## src/ccpm_pkg.sv

```systemverilog
// package: register map, field layout, mode codes and state record of the ccp unit
package ccpm_pkg;
   // register indices; the byte address is four times the index
   localparam logic [9:0] IDX_INT_STATUS = 10'h00c;
   localparam logic [9:0] IDX_INT_MASK = 10'h00d;
   localparam logic [9:0] IDX_TMR_LO = 10'h00e;
   localparam logic [9:0] IDX_TMR_HI = 10'h00f;
   localparam logic [9:0] IDX_TMR_CTRL = 10'h010;
   localparam logic [9:0] IDX_PERIOD = 10'h012;
   localparam logic [9:0] IDX_CTRL = 10'h017;
   localparam logic [9:0] IDX_VAL_LO = 10'h018;
   localparam logic [9:0] IDX_VAL_HI = 10'h019;
   // event timer control fields
   localparam int TC_ON = 0;
   localparam int TC_EXT = 1;
   localparam int TC_ASYNC = 2;
   // ccp control fields
   localparam int CC_MODE_LSB = 0;
   localparam int CC_DUTY_LSB = 4;
   // interrupt status / mask bits
   localparam int IS_CCP = 0;
   localparam int IS_OVF = 1;
   localparam int IS_PER = 2;
   // reset values
   localparam logic [7:0] PERIOD_RST = 8'hff;
   localparam logic [15:0] VAL_RST = 16'h0000;
   // mode codes
   localparam logic [3:0] M_OFF = 4'h0;
   localparam logic [3:0] M_CAP_FALL = 4'h4;
   localparam logic [3:0] M_CAP_RISE = 4'h5;
   localparam logic [3:0] M_CAP_4 = 4'h6;
   localparam logic [3:0] M_CAP_16 = 4'h7;
   localparam logic [3:0] M_CMP_SET = 4'h8;
   localparam logic [3:0] M_CMP_CLR = 4'h9;
   localparam logic [3:0] M_CMP_IRQ = 4'ha;
   localparam logic [3:0] M_CMP_SPECIAL = 4'hb;
   localparam logic [1:0] M_PWM_TOP = 2'h3;
   // capture prescale terminal counts
   localparam logic [3:0] PRE_4_LAST = 4'h3;
   localparam logic [3:0] PRE_16_LAST = 4'hf;
   // strap settle time before the pin route is caught
   localparam logic [1:0] BOOT_LAST = 2'h3;

   // two-way pin group
   typedef struct packed {
      logic o;
      logic oe;
   } ccpm_pin_t;

   // whole state of the unit
   typedef struct packed {
      logic [5:0] ctrl;
      logic [15:0] val;
      logic [2:0] tcon;
      logic [15:0] tmr;
      logic [7:0] per;
      logic [9:0] pcnt;
      logic [9:0] duty;
      logic [2:0] sts;
      logic [2:0] msk;
      logic irq;
      logic adc_start;
      logic [3:0] pre;
      logic eq_prev;
      logic ext_s1;
      logic ext_s2;
      logic ext_prev;
      logic cap_s1;
      logic cap_s2;
      logic cap_prev;
      logic cfg_s1;
      logic cfg_s2;
      logic route;
      logic [1:0] boot;
      logic cmp_out;
      ccpm_pin_t pin2;
      ccpm_pin_t pin3;
      logic pready;
      logic pslverr;
      logic [31:0] prdata;
   } ccpm_state_t;
endpackage : ccpm_pkg

```

## src/ccpm_top.sv

```systemverilog
// capture/compare/pwm unit with its event timer, period timer and apb registers
`timescale 1ns/100ps

module ccpm_top #(
   parameter int ADDR_W = 12
) (
   // apb slave
   input wire logic pclk,
   input wire logic presetn,
   input wire logic psel,
   input wire logic penable,
   input wire logic pwrite,
   input wire logic [ADDR_W-1:0] paddr,
   input wire logic [31:0] pwdata,
   output logic [31:0] prdata,
   output logic pready,
   output logic pslverr,
   // pins and straps from outside
   input wire logic ext_count_clk,
   input wire logic port_b_line_two_i,
   input wire logic port_b_line_three_i,
   input wire logic ccp_pin_route_select,
   // core side levels
   input wire logic core_sleep,
   input wire logic adc_enabled,
   // pin drivers
   output logic port_b_line_two_o,
   output logic port_b_line_two_oe,
   output logic port_b_line_three_o,
   output logic port_b_line_three_oe,
   // events out
   output logic adc_start,
   output logic irq,
   output logic wake
);

   ccpm_pkg::ccpm_state_t s_ff;
   ccpm_pkg::ccpm_state_t nxt_s;

   // capture mode codes are 01xx
   function automatic logic is_cap(input logic [3:0] m);
      is_cap = (m[3:2] == 2'b01);
   endfunction : is_cap

   // compare mode codes are 10xx
   function automatic logic is_cmp(input logic [3:0] m);
      is_cmp = (m[3:2] == 2'b10);
   endfunction : is_cmp

   // pwm mode codes are 11xx
   function automatic logic is_pwm(input logic [3:0] m);
      is_pwm = (m[3:2] == ccpm_pkg::M_PWM_TOP);
   endfunction : is_pwm

   logic [3:0] mode;
   logic [9:0] idx;
   logic wr_en;
   logic rd_en;
   logic tb_ok;
   logic tmr_tick;
   logic ext_rise;
   logic cap_rise;
   logic cap_fall;
   logic cap_edge;
   logic cap_hit;
   logic cmp_hit;
   logic per_end;
   logic cap_in;
   logic [2:0] ev;
   logic [2:0] nxt_sts;
   logic [31:0] rd_val;
   logic rd_hit;

   assign mode = s_ff.ctrl[ccpm_pkg::CC_MODE_LSB +: 4];
   assign idx = paddr[11:2];
   // a write takes effect at the edge where pready is seen high; a read samples its register one edge earlier, while pready is still low
   assign wr_en = psel && penable && s_ff.pready && pwrite;
   assign rd_en = psel && penable && !s_ff.pready && !pwrite;

   // selected pin, already through the two flip-flops
   assign cap_in = s_ff.cap_s2;
   assign ext_rise = s_ff.ext_s2 && !s_ff.ext_prev;
   assign cap_rise = cap_in && !s_ff.cap_prev;
   assign cap_fall = !cap_in && s_ff.cap_prev;

   // timer counts count-clock edges or pclk; only the unsynchronised source runs in sleep
   always_comb
   begin
      tmr_tick = 1'b0;
      if (s_ff.tcon[ccpm_pkg::TC_ON])
      begin
         if (s_ff.tcon[ccpm_pkg::TC_EXT])
            tmr_tick = ext_rise && (!core_sleep || s_ff.tcon[ccpm_pkg::TC_ASYNC]);
         else
            tmr_tick = !core_sleep;
      end
   end

   // an unsynchronised external count is refused as capture/compare base
   assign tb_ok = !(s_ff.tcon[ccpm_pkg::TC_EXT] && s_ff.tcon[ccpm_pkg::TC_ASYNC]);

   // capture edge selection
   always_comb
   begin
      cap_edge = 1'b0;
      cap_hit = 1'b0;
      unique case (mode)
         ccpm_pkg::M_CAP_FALL: cap_edge = cap_fall;
         ccpm_pkg::M_CAP_RISE: cap_edge = cap_rise;
         ccpm_pkg::M_CAP_4: cap_edge = cap_rise;
         ccpm_pkg::M_CAP_16: cap_edge = cap_rise;
         default: cap_edge = 1'b0;
      endcase
      if (cap_edge && tb_ok)
      begin
         unique case (mode)
            ccpm_pkg::M_CAP_4: cap_hit = (s_ff.pre == ccpm_pkg::PRE_4_LAST);
            ccpm_pkg::M_CAP_16: cap_hit = (s_ff.pre == ccpm_pkg::PRE_16_LAST);
            default: cap_hit = 1'b1;
         endcase
      end
   end

   // match is caught once, on the cycle the count first equals the value
   assign cmp_hit = is_cmp(mode) && tb_ok && (s_ff.tmr == s_ff.val) && !s_ff.eq_prev;
   assign per_end = (s_ff.pcnt == {s_ff.per, 2'b11});

   // events that raise sticky status bits
   always_comb
   begin
      ev = 3'b000;
      ev[ccpm_pkg::IS_CCP] = cap_hit || cmp_hit;
      ev[ccpm_pkg::IS_OVF] = tmr_tick && (s_ff.tmr == 16'hffff);
      ev[ccpm_pkg::IS_PER] = is_pwm(mode) && per_end;
   end

   // register read mux; bits above a register's width read as zero
   always_comb
   begin
      rd_val = 32'h0000_0000;
      rd_hit = 1'b1;
      unique case (idx)
         ccpm_pkg::IDX_INT_STATUS: rd_val[2:0] = s_ff.sts;
         ccpm_pkg::IDX_INT_MASK: rd_val[2:0] = s_ff.msk;
         ccpm_pkg::IDX_TMR_LO: rd_val[7:0] = s_ff.tmr[7:0];
         ccpm_pkg::IDX_TMR_HI: rd_val[7:0] = s_ff.tmr[15:8];
         ccpm_pkg::IDX_TMR_CTRL: rd_val[2:0] = s_ff.tcon;
         ccpm_pkg::IDX_PERIOD: rd_val[7:0] = s_ff.per;
         ccpm_pkg::IDX_CTRL: rd_val[5:0] = s_ff.ctrl;
         ccpm_pkg::IDX_VAL_LO: rd_val[7:0] = s_ff.val[7:0];
         ccpm_pkg::IDX_VAL_HI: rd_val[7:0] = s_ff.val[15:8];
         default: rd_hit = 1'b0;
      endcase
   end

   // next state of the whole unit
   always_comb
   begin
      nxt_s = s_ff;
      nxt_s.adc_start = 1'b0;

      // pins and strap pass two flip-flops before anything reads them
      nxt_s.ext_s1 = ext_count_clk;
      nxt_s.ext_s2 = s_ff.ext_s1;
      nxt_s.ext_prev = s_ff.ext_s2;
      nxt_s.cap_s1 = s_ff.route ? port_b_line_three_i : port_b_line_two_i;
      nxt_s.cap_s2 = s_ff.cap_s1;
      nxt_s.cap_prev = s_ff.cap_s2;
      nxt_s.cfg_s1 = ccp_pin_route_select;
      nxt_s.cfg_s2 = s_ff.cfg_s1;
      // route is caught once after reset so a strap glitch cannot move the pin later
      if (s_ff.boot != ccpm_pkg::BOOT_LAST)
      begin
         nxt_s.boot = s_ff.boot + 2'd1;
         nxt_s.route = s_ff.cfg_s2;
      end

      // event timer
      if (tmr_tick)
         nxt_s.tmr = s_ff.tmr + 16'd1;
      nxt_s.eq_prev = (s_ff.tmr == s_ff.val);

      // capture: snapshot the count into the value register
      if (cap_edge && tb_ok && !cap_hit && (mode == ccpm_pkg::M_CAP_4 || mode == ccpm_pkg::M_CAP_16))
         nxt_s.pre = s_ff.pre + 4'd1;
      if (cap_hit)
      begin
         nxt_s.val = s_ff.tmr;
         nxt_s.pre = 4'h0;
      end

      // compare actions per mode
      if (cmp_hit)
      begin
         unique case (mode)
            ccpm_pkg::M_CMP_SET: nxt_s.cmp_out = 1'b1;
            ccpm_pkg::M_CMP_CLR: nxt_s.cmp_out = 1'b0;
            ccpm_pkg::M_CMP_IRQ: nxt_s.cmp_out = s_ff.cmp_out;
            default:
            begin
               nxt_s.tmr = 16'h0000;
               nxt_s.adc_start = adc_enabled;
            end
         endcase
      end

      // period timer counts in quarter steps so the duty has ten bits
      if (is_pwm(mode))
      begin
         if (per_end)
         begin
            nxt_s.pcnt = 10'h000;
            nxt_s.duty = {s_ff.val[7:0], s_ff.ctrl[ccpm_pkg::CC_DUTY_LSB +: 2]};
         end
         else
            nxt_s.pcnt = s_ff.pcnt + 10'd1;
      end
      else
         nxt_s.pcnt = 10'h000;

      // register writes; byte writes to a running timer may collide with a tick
      if (wr_en)
      begin
         unique case (idx)
            ccpm_pkg::IDX_INT_MASK: nxt_s.msk = pwdata[2:0];
            ccpm_pkg::IDX_TMR_LO: nxt_s.tmr[7:0] = pwdata[7:0];
            ccpm_pkg::IDX_TMR_HI: nxt_s.tmr[15:8] = pwdata[7:0];
            ccpm_pkg::IDX_TMR_CTRL: nxt_s.tcon = pwdata[2:0];
            ccpm_pkg::IDX_PERIOD: nxt_s.per = pwdata[7:0];
            ccpm_pkg::IDX_VAL_LO: nxt_s.val[7:0] = pwdata[7:0];
            ccpm_pkg::IDX_VAL_HI: nxt_s.val[15:8] = pwdata[7:0];
            ccpm_pkg::IDX_CTRL:
            begin
               nxt_s.ctrl = pwdata[5:0];
               nxt_s.pre = 4'h0;
               if (pwdata[3:0] == ccpm_pkg::M_OFF)
               begin
                  nxt_s.val = ccpm_pkg::VAL_RST;
                  nxt_s.cmp_out = 1'b0;
                  nxt_s.duty = 10'h000;
                  nxt_s.ctrl = 6'h00;
               end
            end
            default: nxt_s.msk = s_ff.msk;
         endcase
      end

      // sticky status: write one clears, a same-cycle event wins
      nxt_sts = s_ff.sts;
      if (wr_en && idx == ccpm_pkg::IDX_INT_STATUS)
         nxt_sts = s_ff.sts & ~pwdata[2:0];
      nxt_s.sts = nxt_sts | ev;
      nxt_s.irq = |(nxt_s.sts & nxt_s.msk);

      // pin drivers: compare and pwm drive the routed pin, capture leaves it as input
      nxt_s.pin2 = '{o: 1'b0, oe: 1'b0};
      nxt_s.pin3 = '{o: 1'b0, oe: 1'b0};
      if (is_cmp(mode) || is_pwm(mode))
      begin
         if (nxt_s.route)
            nxt_s.pin3 = '{o: is_pwm(mode) ? (s_ff.pcnt < s_ff.duty) : nxt_s.cmp_out, oe: 1'b1};
         else
            nxt_s.pin2 = '{o: is_pwm(mode) ? (s_ff.pcnt < s_ff.duty) : nxt_s.cmp_out, oe: 1'b1};
      end

      // apb answer: one wait cycle, then pready for one cycle
      nxt_s.pready = psel && penable && !s_ff.pready;
      nxt_s.pslverr = psel && penable && !s_ff.pready && !rd_hit;
      // read data stands only with pready, so it drops even while psel is still high
      if (rd_en)
         nxt_s.prdata = rd_val;
      else
         nxt_s.prdata = 32'h0000_0000;
   end

   // state register
   always_ff @(posedge pclk or negedge presetn)
   begin
      if (!presetn)
      begin
         s_ff <= '0;
         s_ff.per <= ccpm_pkg::PERIOD_RST;
      end
      else
         s_ff <= nxt_s;
   end

   // outputs straight from the state flip-flops
   assign prdata = s_ff.prdata;
   assign pready = s_ff.pready;
   assign pslverr = s_ff.pslverr;
   assign port_b_line_two_o = s_ff.pin2.o;
   assign port_b_line_two_oe = s_ff.pin2.oe;
   assign port_b_line_three_o = s_ff.pin3.o;
   assign port_b_line_three_oe = s_ff.pin3.oe;
   assign adc_start = s_ff.adc_start;
   assign irq = s_ff.irq;
   assign wake = s_ff.irq;

endmodule : ccpm_top

```

## config.mk

```make
export PLATFORM = sky130hd
export DESIGN_NAME = ccpm_top
export DESIGN_NICKNAME = d
export VERILOG_FILES = /design/src/ccpm_pkg.sv /design/src/ccpm_top.sv
export SDC_FILE = /design/constraint.sdc
export NUM_CORES = 1
export LEC_CHECK = 0
export ABC_CLOCK_PERIOD_IN_PS = 4600
export BUFFER_PORTS_ARGS = -buffer_cell sky130_fd_sc_hd__buf_2
export CELL_PAD_IN_SITES_DETAIL_PLACEMENT = 1
export CELL_PAD_IN_SITES_GLOBAL_PLACEMENT = 2
export CORE_UTILIZATION = 35
export DETAILED_ROUTE_END_ITERATION = 12
export PLACE_DENSITY = 0.85
export SYNTH_ARGS = -nofsm -noshare
export SYNTH_HDL_FRONTEND = slang
export SYNTH_SLANG_ARGS = --single-unit
```

## constraint.sdc

```tcl
create_clock -name pclk -period 4.6 [get_ports pclk]
set_clock_uncertainty 0.15 [all_clocks]
set_input_delay 0.92 -clock pclk [delete_from_list [all_inputs] [get_ports pclk]]
set_output_delay 0.92 -clock pclk [all_outputs]
set_load 0.03 [all_outputs]
```

==> run metrics <==
outcome finished, final reports clean; Slew Limit Fails 0; GR Overflow Total 0; fillers roughly 2000; leading area contributor after synthesis dfrtp_1; final std cells w/o fill 876; delay-heaviest family, CP simple AND/OR/NAND/NOR gates; post_cts resized 0; Critical Path Sink s_ff[110]; placed cell area about 0.0065 sq mm; TritonCTS Sinks ~110; Setup Viol. Count Final 0; top post-synthesis cells by area dfrtp_1, mux2i_1, buf_4, xor2_1, mux2_2; IO buf count 45; Post-Route WL 18200 um; die height 135 um; Post-Syn Instances 625; die width 135 um; first-pass GRT wire length roughly 29000 um; clock slew at reported path FFs 0.07 ns; Least-Margin Pin Slew 1.17 ns; Crit path depth 7; Yosys cell types 67; nets 715; worst min-delay path class reg2reg; wire length per cell between 20 and 25 um; Post-synth EDFFs 0; commonest non-fill, non-tap cell in the layout dfrtp_1; crit-path max cell delay 0.64 ns; Iteration-0 DRC Markers 320; Overall Global Routing Usage 21.2%; Final min period 3.10 ns; initial antenna violation count 0; H-tree lvl count 3; Async SR Flop Fraction 100%; Initial Util 35.9%; Crit Reg-Reg Startpoint s_ff[96]; FP Rows 48; Top FF cell, synth dfrtp_1; worst setup path class in2reg; post-route setup slack 1.50 ns; antenna-violating nets left 0; largest net degree at the start of global routing 71; worst path required time between 4 and 5 ns; reg2reg end s_ff[95]; leakage power 3.01 nW; Post-route DRC 0; Num CTS Buffers 9; startpoint types input port; Final Cell Area 0.00681 sq mm; synth warn 0; TritonCTS clock tree yes; Crit path buffers/inverters 2; via count 4819; # IOs between 90 and 100; most frequent cells in the layout dfrtp_1, nand2_1, buf_2; area grow syn2layout 9.28%; pwr dens 283 mW/mm^2; peak supply drop 0.205 mV; Hold Vio Cnt, Final 0; drt pass-1 iters 4; HPWL after detailed placement 13400 um; post-route setup TNS 0 ns; area share of the largest cell type after synthesis about two fifths; Seq/Total Area, Yosys 43.6%; Worst Reg-to-Reg Cells 5; R2R Setup Slk 1.75 ns; Rel. slew slack 21.9%; vias in the first global route 5178; CP max stage cell or4b_4; maxcap violations 0; drt via density ~5.5; Placed Cells 861; worst path cell trace buf_2, or4b_4, nor3_4, buf_4, nor3b_4, or2_1, o21ai_2; Critical Path Sink Type register; RSZ-0062 raised after global routing no; CP startpoint paddr[3]; Post-CTS Setup Inserts 0; Tcrit/Tclk final approximately two thirds; Root Driver clkbuf_16; share of layout cells above drive strength 1 19.2%; CP max FO 16; CP arrival approximately 3.2 ns; Mapped Area around 0.0062 sq mm; flops & latches, synth ~110; die area 0.0183 sq mm; core box area 0.0174 sq mm; # diodes 0; Clock Latency Late Sink 0.36 ns; GPL Wtd Cong between 0.8 and 0.9; CTS hold repair buffers 0; synthesized area per cell approximately 10 sq um; pre-CTS WS 1.11 ns; fmax about 0.32 GHz; CTS Buffer Depth 2
-- cells in the mapped netlist, types with 16 or more instances --
master    instances
clkbuf_1         16
xor2_1           29
xnor2_1          19
nor2_1           39
dfrtp_1         100
nand2_1          57
nand3_1          18
mux2i_1          35
o21ai_0          35
inv_1            30
buf_4            34
mux2_2           20
-- cell families (layout without fill, tap and decap cells) --
group,count (synthesis),in the layout,synth area share [%]
compound gates,103,103,11.4
simple gates,198,198,16.7
fa+ha+maj,13,13,2.61
xor+xnor,48,48,6.75
buf+inv,94,97,8.16
other cells,1,24,0.0602
flops,108,108,43.6
mux,60,60,10.8
-- layer usage --
metal	wire [um]	global-route usage (%)	up-vias	share of wire (%)
met5	0	0	-	0
met2	9140	36.1	115	50
met4	563	9.74	0	3.1
met3	603	3.48	34	3.3
met1	7870	26.1	2492	43
li1	-	-	2178	-
-- power breakdown --
group | total, W | switching [W] | internal, W | leakage, nW
clock network | 0.000841 | 0.000366 | 0.000475 | 0.156
logic | 0.000120 | 0.0000954 | 0.0000250 | 1.60
registers | 0.000962 | 0.00000495 | 0.000957 | 1.25
total | 0.00192 | 0.000466 | 0.00146 | 3.01
-- worst min-delay path by stage --
| stage | startpoint | end | slack [ns] | depth (start not counted) |
|---|---|---|---|---|
| final | nxt_s[48] | nxt_s[47] | 0.20 | 0 |
| after floorplan | nxt_s[45] | cap_in | 0.18 | 0 |
| after detailed placement | nxt_s[48] | nxt_s[47] | 0.19 | 0 |
| after global routing | nxt_s[48] | nxt_s[47] | 0.21 | 0 |
| after global placement | nxt_s[42] | s_ff[42] | 0.18 | 0 |
| after CTS | nxt_s[48] | nxt_s[47] | 0.21 | 0 |
-- worst register-to-register path: stages, from the launching register on --
cell	delay, ns
dfrtp_1	0.53
xor2_1	0.22
nor4_1	0.36
nand4_1	0.47
o32ai_2	0.77
o21ai_0	0.21
-- cell type report --
class	instances	area (sq um)	share of cell area [%]
multi-input cells	446	3110	45.6
well taps	225	282	4.14
repair buffers	52	280	4.12
clock buffers	9	225	3.31
flip-flops and latches	108	2710	39.9
inverters	30	113	1.65
clock inverters	6	87.6	1.29
-- state kept, by name (all words and copies together), names as in the netlist --
register / flops
adc_start: 1
cap_in: 1
irq: 1
mode: 4
nxt_s: 4
port_b_line_three_o: 1
port_b_line_three_oe: 1
port_b_line_two_o: 1
port_b_line_two_oe: 1
prdata: 8
pready: 1
pslverr: 1
s_ff: 83
-- per-stage QoR --
stage	hold WS (ns)	total power, W	util (%)
after floorplan	0.181	0.00106	-
after global placement	0.184	0.00110	37.4
after detailed placement	0.191	0.00110	37.4
after CTS	0.208	0.00194	39.2
after global routing	0.212	0.00199	39.2
final	0.203	0.00192	39.2
Power figures use the tool's default switching activity.
